## src/verilog/omb_pkg.sv

```systemverilog
// shared constants and helpers for the on-line memory self-test pair
package omb_pkg;
  // ==========================================================
  // sizes
  localparam int AW = 4;
  localparam int DW = 8;
  localparam int NMEM = 2;
  localparam int MSW = 1;
  localparam int PAW = 12;
  localparam int PDW = 32;
  localparam int NPROG = 4;
  localparam int PCW = 2;
  localparam int BURST_LOCS = 2;
  localparam int BURST_MAX_CYC = 20;
  localparam logic [1:0] DRAIN_CYC = 2'h2;
  // ==========================================================
  // register offsets, byte addresses within a 4 KB window
  localparam logic [PAW-1:0] OFS_CTRL = 12'h000;
  localparam logic [PAW-1:0] OFS_STAT = 12'h004;
  localparam logic [PAW-1:0] OFS_ADDR = 12'h008;
  localparam logic [PAW-1:0] OFS_ATTR = 12'h00C;
  localparam logic [PAW-1:0] OFS_PAT = 12'h010;
  localparam logic [PAW-1:0] OFS_EADDR = 12'h014;
  localparam logic [PAW-1:0] OFS_EDATA = 12'h018;
  localparam logic [PAW-1:0] OFS_PROG0 = 12'h020;
  localparam logic [PAW-1:0] OFS_PID = 12'hFE0;
  localparam logic [PAW-1:0] OFS_CID = 12'hFF0;
  // ==========================================================
  // field positions
  localparam int CTRL_START = 0;
  localparam int CTRL_OFFL = 1;
  localparam int CTRL_DOWN = 2;
  localparam int CTRL_IRQEN = 3;
  localparam int CTRL_ARR = 4;
  localparam int STAT_BUSY = 0;
  localparam int STAT_DONE = 1;
  localparam int STAT_ERR = 2;
  localparam int STAT_ARMED = 3;
  localparam int OP_WR = 0;
  localparam int OP_RD = 1;
  localparam int OP_INV = 2;
  localparam int OP_LAST = 3;
  localparam int OPW = 4;
  // ==========================================================
  // reset values; identity words are arbitrary
  localparam logic [DW-1:0] PAT_RST = 8'h55;
  localparam logic [AW-1:0] ADDR_RST = 4'h0;
  localparam logic [AW-1:0] HIGH_RST = 4'hF;
  localparam logic [OPW-1:0] PROG_RST = 4'h0;
  localparam logic [PDW-1:0] PID_VAL = 32'h0000_00A1;
  localparam logic [PDW-1:0] CID_VAL = 32'h0000_00B2;

  function automatic logic [AW-1:0] addr_step(input logic [AW-1:0] a,
      input logic down, input logic [AW-1:0] high);
    if (down) begin
      addr_step = (a == '0) ? high : a - 4'h1;
    end else begin
      addr_step = (a == high) ? '0 : a + 4'h1;
    end
  endfunction

  function automatic logic [DW-1:0] pat_of(input logic [DW-1:0] p,
      input logic inv);
    pat_of = inv ? ~p : p;
  endfunction
endpackage

```

## src/verilog/omb_if.sv

```systemverilog
// test-port link between the self-test controller and the core memories
`timescale 1ns/1ps
`default_nettype none
interface omb_if;
  import omb_pkg::*;
  logic req;
  logic ack;
  logic [MSW-1:0] arr;
  logic [AW-1:0] addr;
  logic we;
  logic re;
  logic [DW-1:0] wdata;
  logic [DW-1:0] rdata;
  logic rvalid;
  modport ctrl (output req, arr, addr, we, re, wdata,
                input ack, rdata, rvalid);
  modport core (input req, arr, addr, we, re, wdata,
                output ack, rdata, rvalid);
endinterface
`default_nettype wire

```

## src/verilog/omb_ctrl.sv

```systemverilog
// self-test controller: register store, sequencer and read-data checker
`timescale 1ns/1ps
`default_nettype none
// Operation
// - on-line bursts under twenty cycles, two locations
// - save tested locations, restore before burst end
// - address steps itself after each burst
// - core locks only the memory under test
// - core stalls processor access to locked memory
// - request access, no transactions before grant
// - core acknowledges and locks target memory
// - run burst, then withdraw request
// - core unlocks when request drops
// - off-line march covers all entries, destructive; code marches only from the ADDR register value to the end address
// - software disables memory around off-line test
// - error results stay readable after test
// - registers occupy a 4 KB window
// - slave port reads and writes registers
// - configuration, address, data, program, id registers
// - generate transactions from registers, compare reads
// - software reaches only registers, not sequencer
// - interrupt or flag on completion or error
// - no activity until programmed with attributes
// - transactions back to back on core clock
module omb_ctrl import omb_pkg::*; (
  input wire logic i_sys_clk,
  input wire logic i_sys_rst,
  input wire logic i_psel,
  input wire logic i_penable,
  input wire logic i_pwrite,
  input wire logic [PAW-1:0] i_paddr,
  input wire logic [PDW-1:0] i_pwdata,
  output logic [PDW-1:0] o_prdata,
  output logic o_pready,
  output logic o_pslverr,
  output logic o_irq,
  output logic o_busy,
  omb_if.ctrl mb
);
  typedef enum logic [2:0] {
    S_IDLE, S_REQ, S_SAVE, S_OPS, S_RESTORE, S_DRAIN
  } omb_state_t;

  omb_state_t state;
  logic offl, down, irq_en, armed;
  logic [MSW-1:0] arr;
  logic [AW-1:0] high, cur_addr, t_addr;
  logic [DW-1:0] pat, err_data;
  logic [AW-1:0] err_addr;
  logic done_st, err_st;
  logic [OPW-1:0] prog [NPROG];
  logic [PCW-1:0] pc;
  logic loc;
  logic [1:0] drain;
  logic [DW-1:0] save [BURST_LOCS];
  logic [DW-1:0] q_exp, p_exp;
  logic q_save, p_save, q_cmp, p_cmp, q_loc, p_loc;
  logic [AW-1:0] p_addr;
  logic wr, rd_setup, start, done_set, err_set, last_op, mapped;
  logic [OPW-1:0] op;
  logic [PDW-1:0] rdata_mux;

  // ==========================================================
  // register access
  assign wr = i_psel && i_penable && i_pwrite;
  assign rd_setup = i_psel && !i_penable && !i_pwrite;
  assign start = wr && i_paddr == OFS_CTRL && i_pwdata[CTRL_START]
                 && state == S_IDLE && armed;
  assign o_pready = 1'b1;
  assign mapped = i_paddr inside {OFS_CTRL, OFS_STAT, OFS_ADDR, OFS_ATTR,
                  OFS_PAT, OFS_EADDR, OFS_EDATA, OFS_PID, OFS_CID}
                  || (i_paddr[PAW-1:4] == OFS_PROG0[PAW-1:4]
                  && i_paddr[1:0] == 2'h0);
  assign o_pslverr = i_psel && i_penable && !mapped;

  always_ff @(posedge i_sys_clk) begin
    if (i_sys_rst) begin
      offl <= 1'b0;
      down <= 1'b0;
      irq_en <= 1'b0;
      arr <= '0;
    end else if (wr && i_paddr == OFS_CTRL && state == S_IDLE) begin
      offl <= i_pwdata[CTRL_OFFL];
      down <= i_pwdata[CTRL_DOWN];
      irq_en <= i_pwdata[CTRL_IRQEN];
      arr <= i_pwdata[CTRL_ARR +: MSW];
    end
  end

  // attributes must be written before any run is accepted
  always_ff @(posedge i_sys_clk) begin
    if (i_sys_rst) begin
      armed <= 1'b0;
      high <= HIGH_RST;
      pat <= PAT_RST;
    end else if (state == S_IDLE && wr) begin
      if (i_paddr == OFS_ATTR) begin
        armed <= 1'b1;
        high <= i_pwdata[AW-1:0];
      end
      if (i_paddr == OFS_PAT) begin
        pat <= i_pwdata[DW-1:0];
      end
    end
  end

  always_ff @(posedge i_sys_clk) begin
    if (i_sys_rst) begin
      for (int i = 0; i < NPROG; i++) begin
        prog[i] <= PROG_RST;
      end
    end else if (state == S_IDLE && wr
                 && i_paddr[PAW-1:4] == OFS_PROG0[PAW-1:4]) begin
      prog[i_paddr[3:2]] <= i_pwdata[OPW-1:0];
    end
  end

  always_comb begin
    rdata_mux = '0;
    case (i_paddr)
      OFS_CTRL: rdata_mux = PDW'({arr, irq_en, down, offl, 1'b0});
      OFS_STAT: rdata_mux = PDW'({armed, err_st, done_st, o_busy});
      OFS_ADDR: rdata_mux = PDW'(cur_addr);
      OFS_ATTR: rdata_mux = PDW'(high);
      OFS_PAT: rdata_mux = PDW'(pat);
      OFS_EADDR: rdata_mux = PDW'(err_addr);
      OFS_EDATA: rdata_mux = PDW'(err_data);
      OFS_PID: rdata_mux = PID_VAL;
      OFS_CID: rdata_mux = CID_VAL;
      default: begin
        if (i_paddr[PAW-1:4] == OFS_PROG0[PAW-1:4]) begin
          rdata_mux = PDW'(prog[i_paddr[3:2]]);
        end
      end
    endcase
  end

  always_ff @(posedge i_sys_clk) begin
    if (i_sys_rst) begin
      o_prdata <= '0;
    end else if (rd_setup) begin
      o_prdata <= rdata_mux;
    end
  end

  // ==========================================================
  // sequencer
  assign op = prog[pc];
  assign last_op = op[OP_LAST] || pc == PCW'(NPROG - 1);
  assign done_set = state == S_DRAIN && drain == 2'h0;
  assign o_busy = state != S_IDLE;
  // request stands from start through the drain of the last read
  assign mb.req = state != S_IDLE;
  assign mb.arr = arr;

  always_ff @(posedge i_sys_clk) begin
    if (i_sys_rst) begin
      state <= S_IDLE;
      pc <= '0;
      loc <= 1'b0;
      t_addr <= ADDR_RST;
      drain <= '0;
    end else begin
      case (state)
        S_IDLE: begin
          if (start) begin
            state <= S_REQ;
          end
        end
        S_REQ: begin
          pc <= '0;
          loc <= 1'b0;
          t_addr <= cur_addr;
          if (mb.ack) begin
            state <= offl ? S_OPS : S_SAVE;
          end
        end
        S_SAVE: state <= S_OPS;
        S_OPS: begin
          pc <= last_op ? '0 : pc + 2'h1;
          if (last_op && !offl) begin
            state <= S_RESTORE;
          end else if (last_op) begin
            // from the ADDR start address, end address depends on direction
            if (t_addr == (down ? '0 : high)) begin
              state <= S_DRAIN;
              drain <= DRAIN_CYC;
            end else begin
              t_addr <= addr_step(t_addr, down, high);
            end
          end
        end
        S_RESTORE: begin
          t_addr <= addr_step(t_addr, down, high);
          loc <= 1'b1;
          if (loc) begin
            state <= S_DRAIN;
            drain <= DRAIN_CYC;
          end else begin
            state <= S_SAVE;
          end
        end
        S_DRAIN: begin
          drain <= drain - 2'h1;
          if (drain == 2'h0) begin
            state <= S_IDLE;
          end
        end
        default: state <= S_IDLE;
      endcase
    end
  end

  // next burst starts two locations further on
  always_ff @(posedge i_sys_clk) begin
    if (i_sys_rst) begin
      cur_addr <= ADDR_RST;
    end else if (state == S_IDLE && wr && i_paddr == OFS_ADDR) begin
      cur_addr <= i_pwdata[AW-1:0];
    end else if (state == S_RESTORE && loc) begin
      cur_addr <= addr_step(t_addr, down, high);
    end
  end

  // ==========================================================
  // transaction issue, one per cycle
  always_ff @(posedge i_sys_clk) begin
    if (i_sys_rst) begin
      mb.we <= 1'b0;
      mb.re <= 1'b0;
      mb.addr <= '0;
      mb.wdata <= '0;
      q_save <= 1'b0;
      q_cmp <= 1'b0;
      q_loc <= 1'b0;
      q_exp <= '0;
    end else begin
      mb.addr <= t_addr;
      q_loc <= loc;
      q_exp <= pat_of(pat, op[OP_INV]);
      mb.we <= (state == S_OPS && op[OP_WR]) || state == S_RESTORE;
      mb.re <= (state == S_OPS && op[OP_RD]) || state == S_SAVE;
      q_save <= state == S_SAVE;
      q_cmp <= state == S_OPS && op[OP_RD];
      // saved word may land in this very cycle, so bypass it
      if (state == S_RESTORE) begin
        mb.wdata <= (mb.rvalid && p_save && p_loc == loc) ?
                    mb.rdata : save[loc];
      end else begin
        mb.wdata <= pat_of(pat, op[OP_INV]);
      end
    end
  end

  always_ff @(posedge i_sys_clk) begin
    if (i_sys_rst) begin
      p_save <= 1'b0;
      p_cmp <= 1'b0;
      p_loc <= 1'b0;
      p_exp <= '0;
      p_addr <= '0;
    end else begin
      p_save <= mb.re && q_save;
      p_cmp <= mb.re && q_cmp;
      p_loc <= q_loc;
      p_exp <= q_exp;
      p_addr <= mb.addr;
    end
  end

  // ==========================================================
  // checker and result flags
  assign err_set = mb.rvalid && p_cmp && mb.rdata != p_exp;

  always_ff @(posedge i_sys_clk) begin
    if (i_sys_rst) begin
      save[0] <= '0;
      save[1] <= '0;
    end else if (mb.rvalid && p_save) begin
      save[p_loc] <= mb.rdata;
    end
  end

  // set wins over a clear in the same cycle
  always_ff @(posedge i_sys_clk) begin
    if (i_sys_rst) begin
      done_st <= 1'b0;
      err_st <= 1'b0;
      err_addr <= '0;
      err_data <= '0;
    end else begin
      done_st <= done_set || (done_st && !(wr && i_paddr == OFS_STAT
                 && i_pwdata[STAT_DONE]));
      err_st <= err_set || (err_st && !(wr && i_paddr == OFS_STAT
                && i_pwdata[STAT_ERR]));
      if (err_set && !err_st) begin
        err_addr <= p_addr;
        err_data <= mb.rdata;
      end
    end
  end

  assign o_irq = irq_en && (done_st || err_st);
endmodule
`default_nettype wire

```

## src/flat_wrapper.sv

```systemverilog
// flat-port wrapper written by rule: the top's interface ports become plain ports
module omb_ctrl_flat import omb_pkg::*;
  (i_sys_clk, i_sys_rst, i_psel, i_penable, i_pwrite, i_paddr, i_pwdata, o_prdata, o_pready, o_pslverr, o_irq, o_busy, mb_req, mb_arr, mb_addr, mb_we, mb_re, mb_wdata, mb_ack, mb_rdata, mb_rvalid);
  omb_if mb_i ();
  input wire logic i_sys_clk;
  input wire logic i_sys_rst;
  input wire logic i_psel;
  input wire logic i_penable;
  input wire logic i_pwrite;
  input wire logic [PAW-1:0] i_paddr;
  input wire logic [PDW-1:0] i_pwdata;
  output logic [PDW-1:0] o_prdata;
  output logic o_pready;
  output logic o_pslverr;
  output logic o_irq;
  output logic o_busy;
  output wire logic [$bits(mb_i.req)-1:0] mb_req;
  output wire logic [$bits(mb_i.arr)-1:0] mb_arr;
  output wire logic [$bits(mb_i.addr)-1:0] mb_addr;
  output wire logic [$bits(mb_i.we)-1:0] mb_we;
  output wire logic [$bits(mb_i.re)-1:0] mb_re;
  output wire logic [$bits(mb_i.wdata)-1:0] mb_wdata;
  input wire logic [$bits(mb_i.ack)-1:0] mb_ack;
  input wire logic [$bits(mb_i.rdata)-1:0] mb_rdata;
  input wire logic [$bits(mb_i.rvalid)-1:0] mb_rvalid;
  assign mb_req = mb_i.req;
  assign mb_arr = mb_i.arr;
  assign mb_addr = mb_i.addr;
  assign mb_we = mb_i.we;
  assign mb_re = mb_i.re;
  assign mb_wdata = mb_i.wdata;
  assign mb_i.ack = mb_ack;
  assign mb_i.rdata = mb_rdata;
  assign mb_i.rvalid = mb_rvalid;
  omb_ctrl u_core (.i_sys_clk(i_sys_clk), .i_sys_rst(i_sys_rst), .i_psel(i_psel), .i_penable(i_penable), .i_pwrite(i_pwrite), .i_paddr(i_paddr), .i_pwdata(i_pwdata), .o_prdata(o_prdata), .o_pready(o_pready), .o_pslverr(o_pslverr), .o_irq(o_irq), .o_busy(o_busy), .mb(mb_i));
endmodule
```

## config.mk

```make
export PLATFORM = sky130hd
export DESIGN_NAME = omb_ctrl_flat
export DESIGN_NICKNAME = d
export VERILOG_FILES = /design/src/verilog/omb_pkg.sv /design/src/verilog/omb_if.sv /design/src/verilog/omb_ctrl.sv /design/src/flat_wrapper.sv
export SDC_FILE = /design/constraint.sdc
export NUM_CORES = 1
export LEC_CHECK = 0
export CORE_UTILIZATION = 65
export DETAILED_ROUTE_END_ITERATION = 8
export DONT_BUFFER_PORTS = 1
export HOLD_SLACK_MARGIN = 0.1
export PLACE_DENSITY = 0.83
export RECOVER_POWER = 50
export SETUP_SLACK_MARGIN = 0.15
export SYNTH_ARGS = -nofsm -noshare
export SYNTH_HDL_FRONTEND = slang
export SYNTH_SLANG_ARGS = --single-unit
```

## constraint.sdc

```tcl
create_clock -name i_sys_clk -period 5.5 [get_ports i_sys_clk]
set_clock_uncertainty 0.1 [all_clocks]
set_input_delay 0.825 -clock i_sys_clk [delete_from_list [all_inputs] [get_ports i_sys_clk]]
set_output_delay 0.825 -clock i_sys_clk [all_outputs]
set_load 0.02 [all_outputs]
```

### Yosys cells after proc, flatten, opt, wreduce, memory -nomap -nowiden

Memory sizes are Yosys's and may differ from the RTL's. A register that Yosys moved wholly into a read port is not among the register bits.
Cells that the tools add are included.

| storage, ports and cells | value |
|---|---|
| register bits | 119 |
| bits in writable memories | 32 |
| input bits | 59 |
| memories | 2 |

| cells by class | value |
|---|---|
| add/subtract/negate cells | 4 |
| equal/unequal tests | 29 |
| muxes and demuxes | 50 |
| bitwise logic cells | 1 |
| reduce and logical (&&, ||, !) cells | 65 |

Memories:

| memory | depth | width | read ports | clocked after Yosys merged registers in | wr ports | line | source |
|---|---|---|---|---|---|---|---|
| u_core.prog | 4 | 4 | 2 | 1 | 4 | omb_ctrl.sv:51 | `logic [OPW-1:0] prog [NPROG];` |
| u_core.save | 2 | 8 | 1 | 1 | 2 | omb_ctrl.sv:55 | `logic [DW-1:0] save [BURST_LOCS];` |

Operator list:

| cell | count |
|---|---|
| 32-bit one-hot mux with 9 select lines | 1 |
| 4-bit two-way mux | 11 |
| 12-bit by 5-bit equality test with 1-bit output, second input constant | 3 |
| 1-bit logical AND | 32 |
| 8-bit two-way mux | 4 |
| 12-bit equality test, second input constant | 2 |
| 12-bit by 4-bit equality test with 1-bit output, second input constant | 2 |
| 3-bit two-way mux | 7 |
| 3-bit one-hot mux with 6 select lines | 1 |
| 2-bit two-way mux | 8 |
| 1-bit two-way mux | 14 |
| 12-bit by 3-bit equality test with 1-bit output, second input constant | 1 |
| 12-bit zero test | 1 |
| 4-bit one-hot mux with 3 select lines | 1 |
| 5-bit AND reduction | 2 |
| 3-bit nonzero test | 3 |
| 9-bit nonzero test | 1 |
| 4-bit equality test | 2 |
| 8-bit by 2-bit equality test with 1-bit output, second input constant | 1 |
| 2-bit by 1-bit != test with 1-bit output, second input constant | 4 |
| 2-bit != test, second input constant | 4 |
| 8-bit != test | 1 |
| 8-bit NOT | 1 |
| 8-bit OR reduction | 1 |
| other kinds (22) | 41 |

### Depth between registers and ports, before layout

| logic depth | value |
|---|---|
| word-level depth | 9 |
| mapped depth | 8 |

### Worst setup path after synthesis

No wires, ideal clock.

| timing | value |
|---|---|
| path type | input port to output port |
| start point | input i_paddr[3] |
| end point | output o_pslverr |
| arrival time | 2308 ps |
| data required time | 4575 ps |
| setup slack | 2267 ps |
| stages | 5 |
| path through | clkbuf_1 clkbuf_1 a311oi_1 a21o_1 a311oi_1 |

| between the ends | value |
|---|---|
| cells in the longest elaborated chain, start to end | 5 |
| elaborated cells between the ends (all ways) | 13 |
| those cells by class | 8 x eq/ne; 5 x reduce/logical |

Ends and longest elaborated chain:

| element | line | source |
|---|---|---|
| from (decl) | flat_wrapper.sv:10 | `input wire logic [PAW-1:0] i_paddr;` |
| 12-bit by 3-bit equality test with 1-bit output (tied with other cells) | omb_ctrl.sv:70 | `assign mapped = i_paddr inside {OFS_CTRL, OFS_STAT, OFS_ADDR, OFS_ATTR,` |
| 9-bit nonzero test * | omb_ctrl.sv:70 |  |
| 1-bit logical OR * | omb_ctrl.sv:72 | `\|\| (i_paddr[PAW-1:4] == OFS_PROG0[PAW-1:4]` |
| 1-bit zero test * | omb_ctrl.sv:74 | `assign o_pslverr = i_psel && i_penable && !mapped;` |
| 1-bit logical AND * | omb_ctrl.sv:74 |  |
| to (decl) | flat_wrapper.sv:14 | `output logic o_pslverr;` |

Mark *: on every way between the ends. The rest lies on a longest branch, timed or not.

### Worst setup path after layout

| timing | value |
|---|---|
| start point | input i_paddr[2] |
| end point | output o_pslverr |

The elaborated chain is that of the path after synthesis.

==> out/results.tsv <==
stage	metric	value	unit
run_status	status	finished, final reports clean	
clock_network	TritonCTS Buffers	17	
timing	Final Slew Violations	0	
yosys	fraction of the mapped netlist area in simple logic gates	18.8	%
yosys	Avg Cell Area, Syn	9.88	um2
yosys	ys async rst share	0	%
global_route	initial antenna violation count	0	
timing	TNS Setup	0	ns
floorplanning	core area	8890	um2
yosys	Area contributors post-synth	dfxtp_1 (32%), edfxtp_1 (16%), nor2_1 (4.8%), mux2i_1 (4.4%), buf_4 (3.3%)	
routing	number of nets still failing antenna checks after routing	0	
yosys	mux cell area share after synthesis	9.42	%
routing	drt wl/cell	20.2	um
yosys	post-synthesis instance area	6100	um2
global_route	largest net degree at the start of global routing	91	
setup_path	FF-to-FF path depth	6	
global_route	first-pass GRT wire length	22.7	mm
timing	Hold Fails Final Rpt	0	
timing	Fin Hold WS	0.278	ns
routing	Iter 0 DRT Violations	430	
min_path	worst hold path type	in2reg	
final_layout	nets	668	
clock_network	Max clock buf depth	2	
setup_path	RR Endpoint	u_core.prog[0][0]	
setup_path	flop-to-flop setup slack	2.77	ns
job	max-cap viol count	0	
timing	Final WS setup	2.32	ns
final_layout	Layout area overhead	7.28	%
placement	port bufs	0	
placement	setup slack at placement	2.32	ns
placement	Final HPWL DP	9.87	mm
setup_path	critical path class	in2out	
setup_path	CP endpoint kind	primary output	
clock_network	Root Driver	clkbuf_8	
yosys	Yosys cell types	57	
clock_network	PostCTS Resize Cnt	0	
timing	Final Cycle Share	57.8	%
final_layout	fillcell total	592	
placement	placed cell count	694	
floorplanning	I/O pins	111	
final_layout	Finished Layout Cells	726	
clock_network	clock transition at the registers of the reported paths	0.06	ns
setup_path	critical path required time	4.58	ns
routing	routed wire length	14.6	mm
routing	DR DRC count	0	
yosys	sequential share of the synthesized area	47.9	%
routing	TritonRoute pass-1 iters	5	
clock_network	hold_buf cts	0	
setup_path	Critical path origin	i_paddr[2]	
yosys	compound-gate portion of the synthesized area	13.6	%
final_layout	n_diodes	0	
min_path	Hold Crit Endpoint	u_core.q_loc	
floorplanning	DIE AREA	9770	um2
pwr	Power, Total	2.51	mW
clock_network	clk_lat worst skew	0.51	ns
clock_network	Post-CTS Setup Repair Bufs	0	
setup_path	worst r2r src	u_core.state[2]	
placement	cell area after placement	6010	um2
yosys	Post-Synth XOR/XNOR Area	3.02	%
setup_path	Critical Path Source Type	input pin	
global_route	vias in the first global route	4468	
floorplanning	die width	98.9	um
clock_network	H-tree depth	4	
floorplanning	die span in y	98.9	um
routing	vias per std cell	6.41	
min_path	Hold Startpoint	i_sys_rst	
yosys	count of flip-flops with a built-in enable after synthesis	32	
global_route	All-Layer GR Usage	30.6	%
final_layout	final instance area	6540	um2
pwr	worst vdd ir	0.215	mV
setup_path	CP cell instances	or4_4 -> nor3_1 -> a21o_1 -> a311oi_1	
timing	final number of setup-violating endpoints	0	
global_route	grt ovf	0	
floorplanning	num rows	34	
placement	RePlAce Congestion	0.901	
yosys	Synth area leader	dfxtp_1	
yosys	Synth Instances	617	
setup_path	Max FO, Critical Path	17	
timing	transition time of the tightest slew-check pin	0.955	ns
clock_network	clock sinks	130	
routing	total vias in the final route	4651	
timing	f_max	315	MHz
clock_network	CTS tree	built	
yosys	Synth Flop Type	dfxtp_1	
setup_path	critical path's slowest cell	nor3_1	
final_layout	layout cells sized above 1	10.5	%
yosys	Synth top area share	32.2	%
yosys	Seq cells post-synth	130	
yosys	Post-Synth Adder-Cell Area	0.821	%
pwr	Pleak	2.36	nW
timing	post-route minimum period	3.18	ns
timing	RSZ-0062 raised after global routing	no	
final_layout	Finished Core Util	73.6	%
yosys	Ys Warns	0	
min_path	hold path cells	1	
yosys	largest family of logic cells by synthesized area	simple AND/OR/NAND/NOR gates	
setup_path	slowest stage delay, CP	0.58	ns
pwr	Pwr Density	384	nW/um2
floorplanning	Initial Util	68.6	%
timing	Worst slew margin	36.1	%
setup_path	WP data arrival	2.25	ns
==> logic make-up after synthesis <==
kind of cell	after synthesis
xor+xnor	21
mux	46
other cells	2
buf+inv	73
compound gates	123
simple gates	218
fa+ha+maj	4
flops	130
==> critical path: cells and delay by family <==
| kind | cells | cell delay (ns) |
|---|---|---|
| compound gates | 2 | 0.28 |
| simple gates | 2 | 1.15 |
==> where the power goes <==
part           internal [mW]  switching (mW)  leakage, nW
combinational          0.142           0.225        0.973
clock                  0.596           0.422        0.266
sequential              1.04          0.0918         1.13
==> worst max path at each step <==
| stage | endpoint |
|---|---|
| after floorplan | o_pslverr |
| after global placement | o_pslverr |
| after detailed placement | o_pslverr |
| after CTS | o_pslverr |
| after global routing | o_pslverr |
| final | o_pslverr |
==> synth_stat cells (5+ instances only) <==
| cell | count |
|---|---|
| a21oi_1 | 30 |
| nor2_1 | 78 |
| dfxtp_1 | 98 |
| mux4_2 | 8 |
| a221oi_1 | 5 |
| mux2_2 | 11 |
| or2_2 | 6 |
| nor3_1 | 11 |
| edfxtp_1 | 32 |
| nor2b_1 | 29 |
| mux2i_1 | 27 |
| a211oi_1 | 6 |
| a22o_1 | 10 |
| xnor2_1 | 17 |
| inv_1 | 18 |
| buf_4 | 27 |
| a22oi_1 | 15 |
| nand3_1 | 5 |
| a211o_1 | 8 |
| nand2_1 | 29 |
| o21ai_0 | 23 |
| clkbuf_1 | 20 |
| nand2b_1 | 11 |
| and2_1 | 18 |
==> sequential cells by signal, indices dropped and copies added, names as in the netlist, 2 cells and up, named ones only <==
name,count
u_core.o_prdata,8
u_core.q_exp,8
u_core.drain,2
u_core.high,4
u_core.save,16
u_core.p_addr,4
u_core.mb.wdata,8
u_core.prog,16
u_core.state,3
u_core.pc,2
u_core.p_exp,8
u_core.pat,8
u_core.err_data,8
u_core.mb.addr,4
u_core.t_addr,4
u_core.err_addr,4
u_core.cur_addr,4
==> cell type report <==
cell class	instances	area (um2)	share of cell area (%)
multi-input cells	437	2880	43.9
clock buffers	22	464	7.10
well taps	108	135	2.07
repair buffers	1	3.75	0.0574
inverters	18	67.6	1.03
flip-flops and latches	130	2920	44.7
clock inverters	10	73.8	1.13
==> cells in the final DEF (no fill, tap or decap), types with 3 or more instances in the layout <==
cell,instances
a211o_1,8
a211oi_1,6
a21oi_1,30
a221oi_1,5
a22o_1,10
a22oi_1,15
a311oi_1,4
a31oi_1,4
a32oi_1,4
and2_0,16
and3_1,4
clkbuf_1,4
clkbuf_16,17
clkinv_4,3
conb_1,25
dfxtp_1,98
edfxtp_1,32
ha_1,4
inv_1,18
mux2_2,11
mux2i_1,27
mux4_2,8
nand2_1,29
nand2b_1,11
nand3_1,5
nand4_1,4
nor2_1,78
nor2b_1,29
nor3_1,11
nor3b_1,4
nor4_1,4
o21a_1,3
o21ai_0,23
o21bai_1,3
or2_2,5
xnor2_1,17
xor2_1,4
==> per-layer routing <==
layer	up-vias	GRT usage [%]	part of all wire, %
li1	2116	-	-
met1	2210	38.0	38
met2	276	50.7	49
met3	49	7.59	8.9
met4	0	13.8	3.4
met5	-	0	0
No activity file was read; power rests on OpenSTA's default activity.
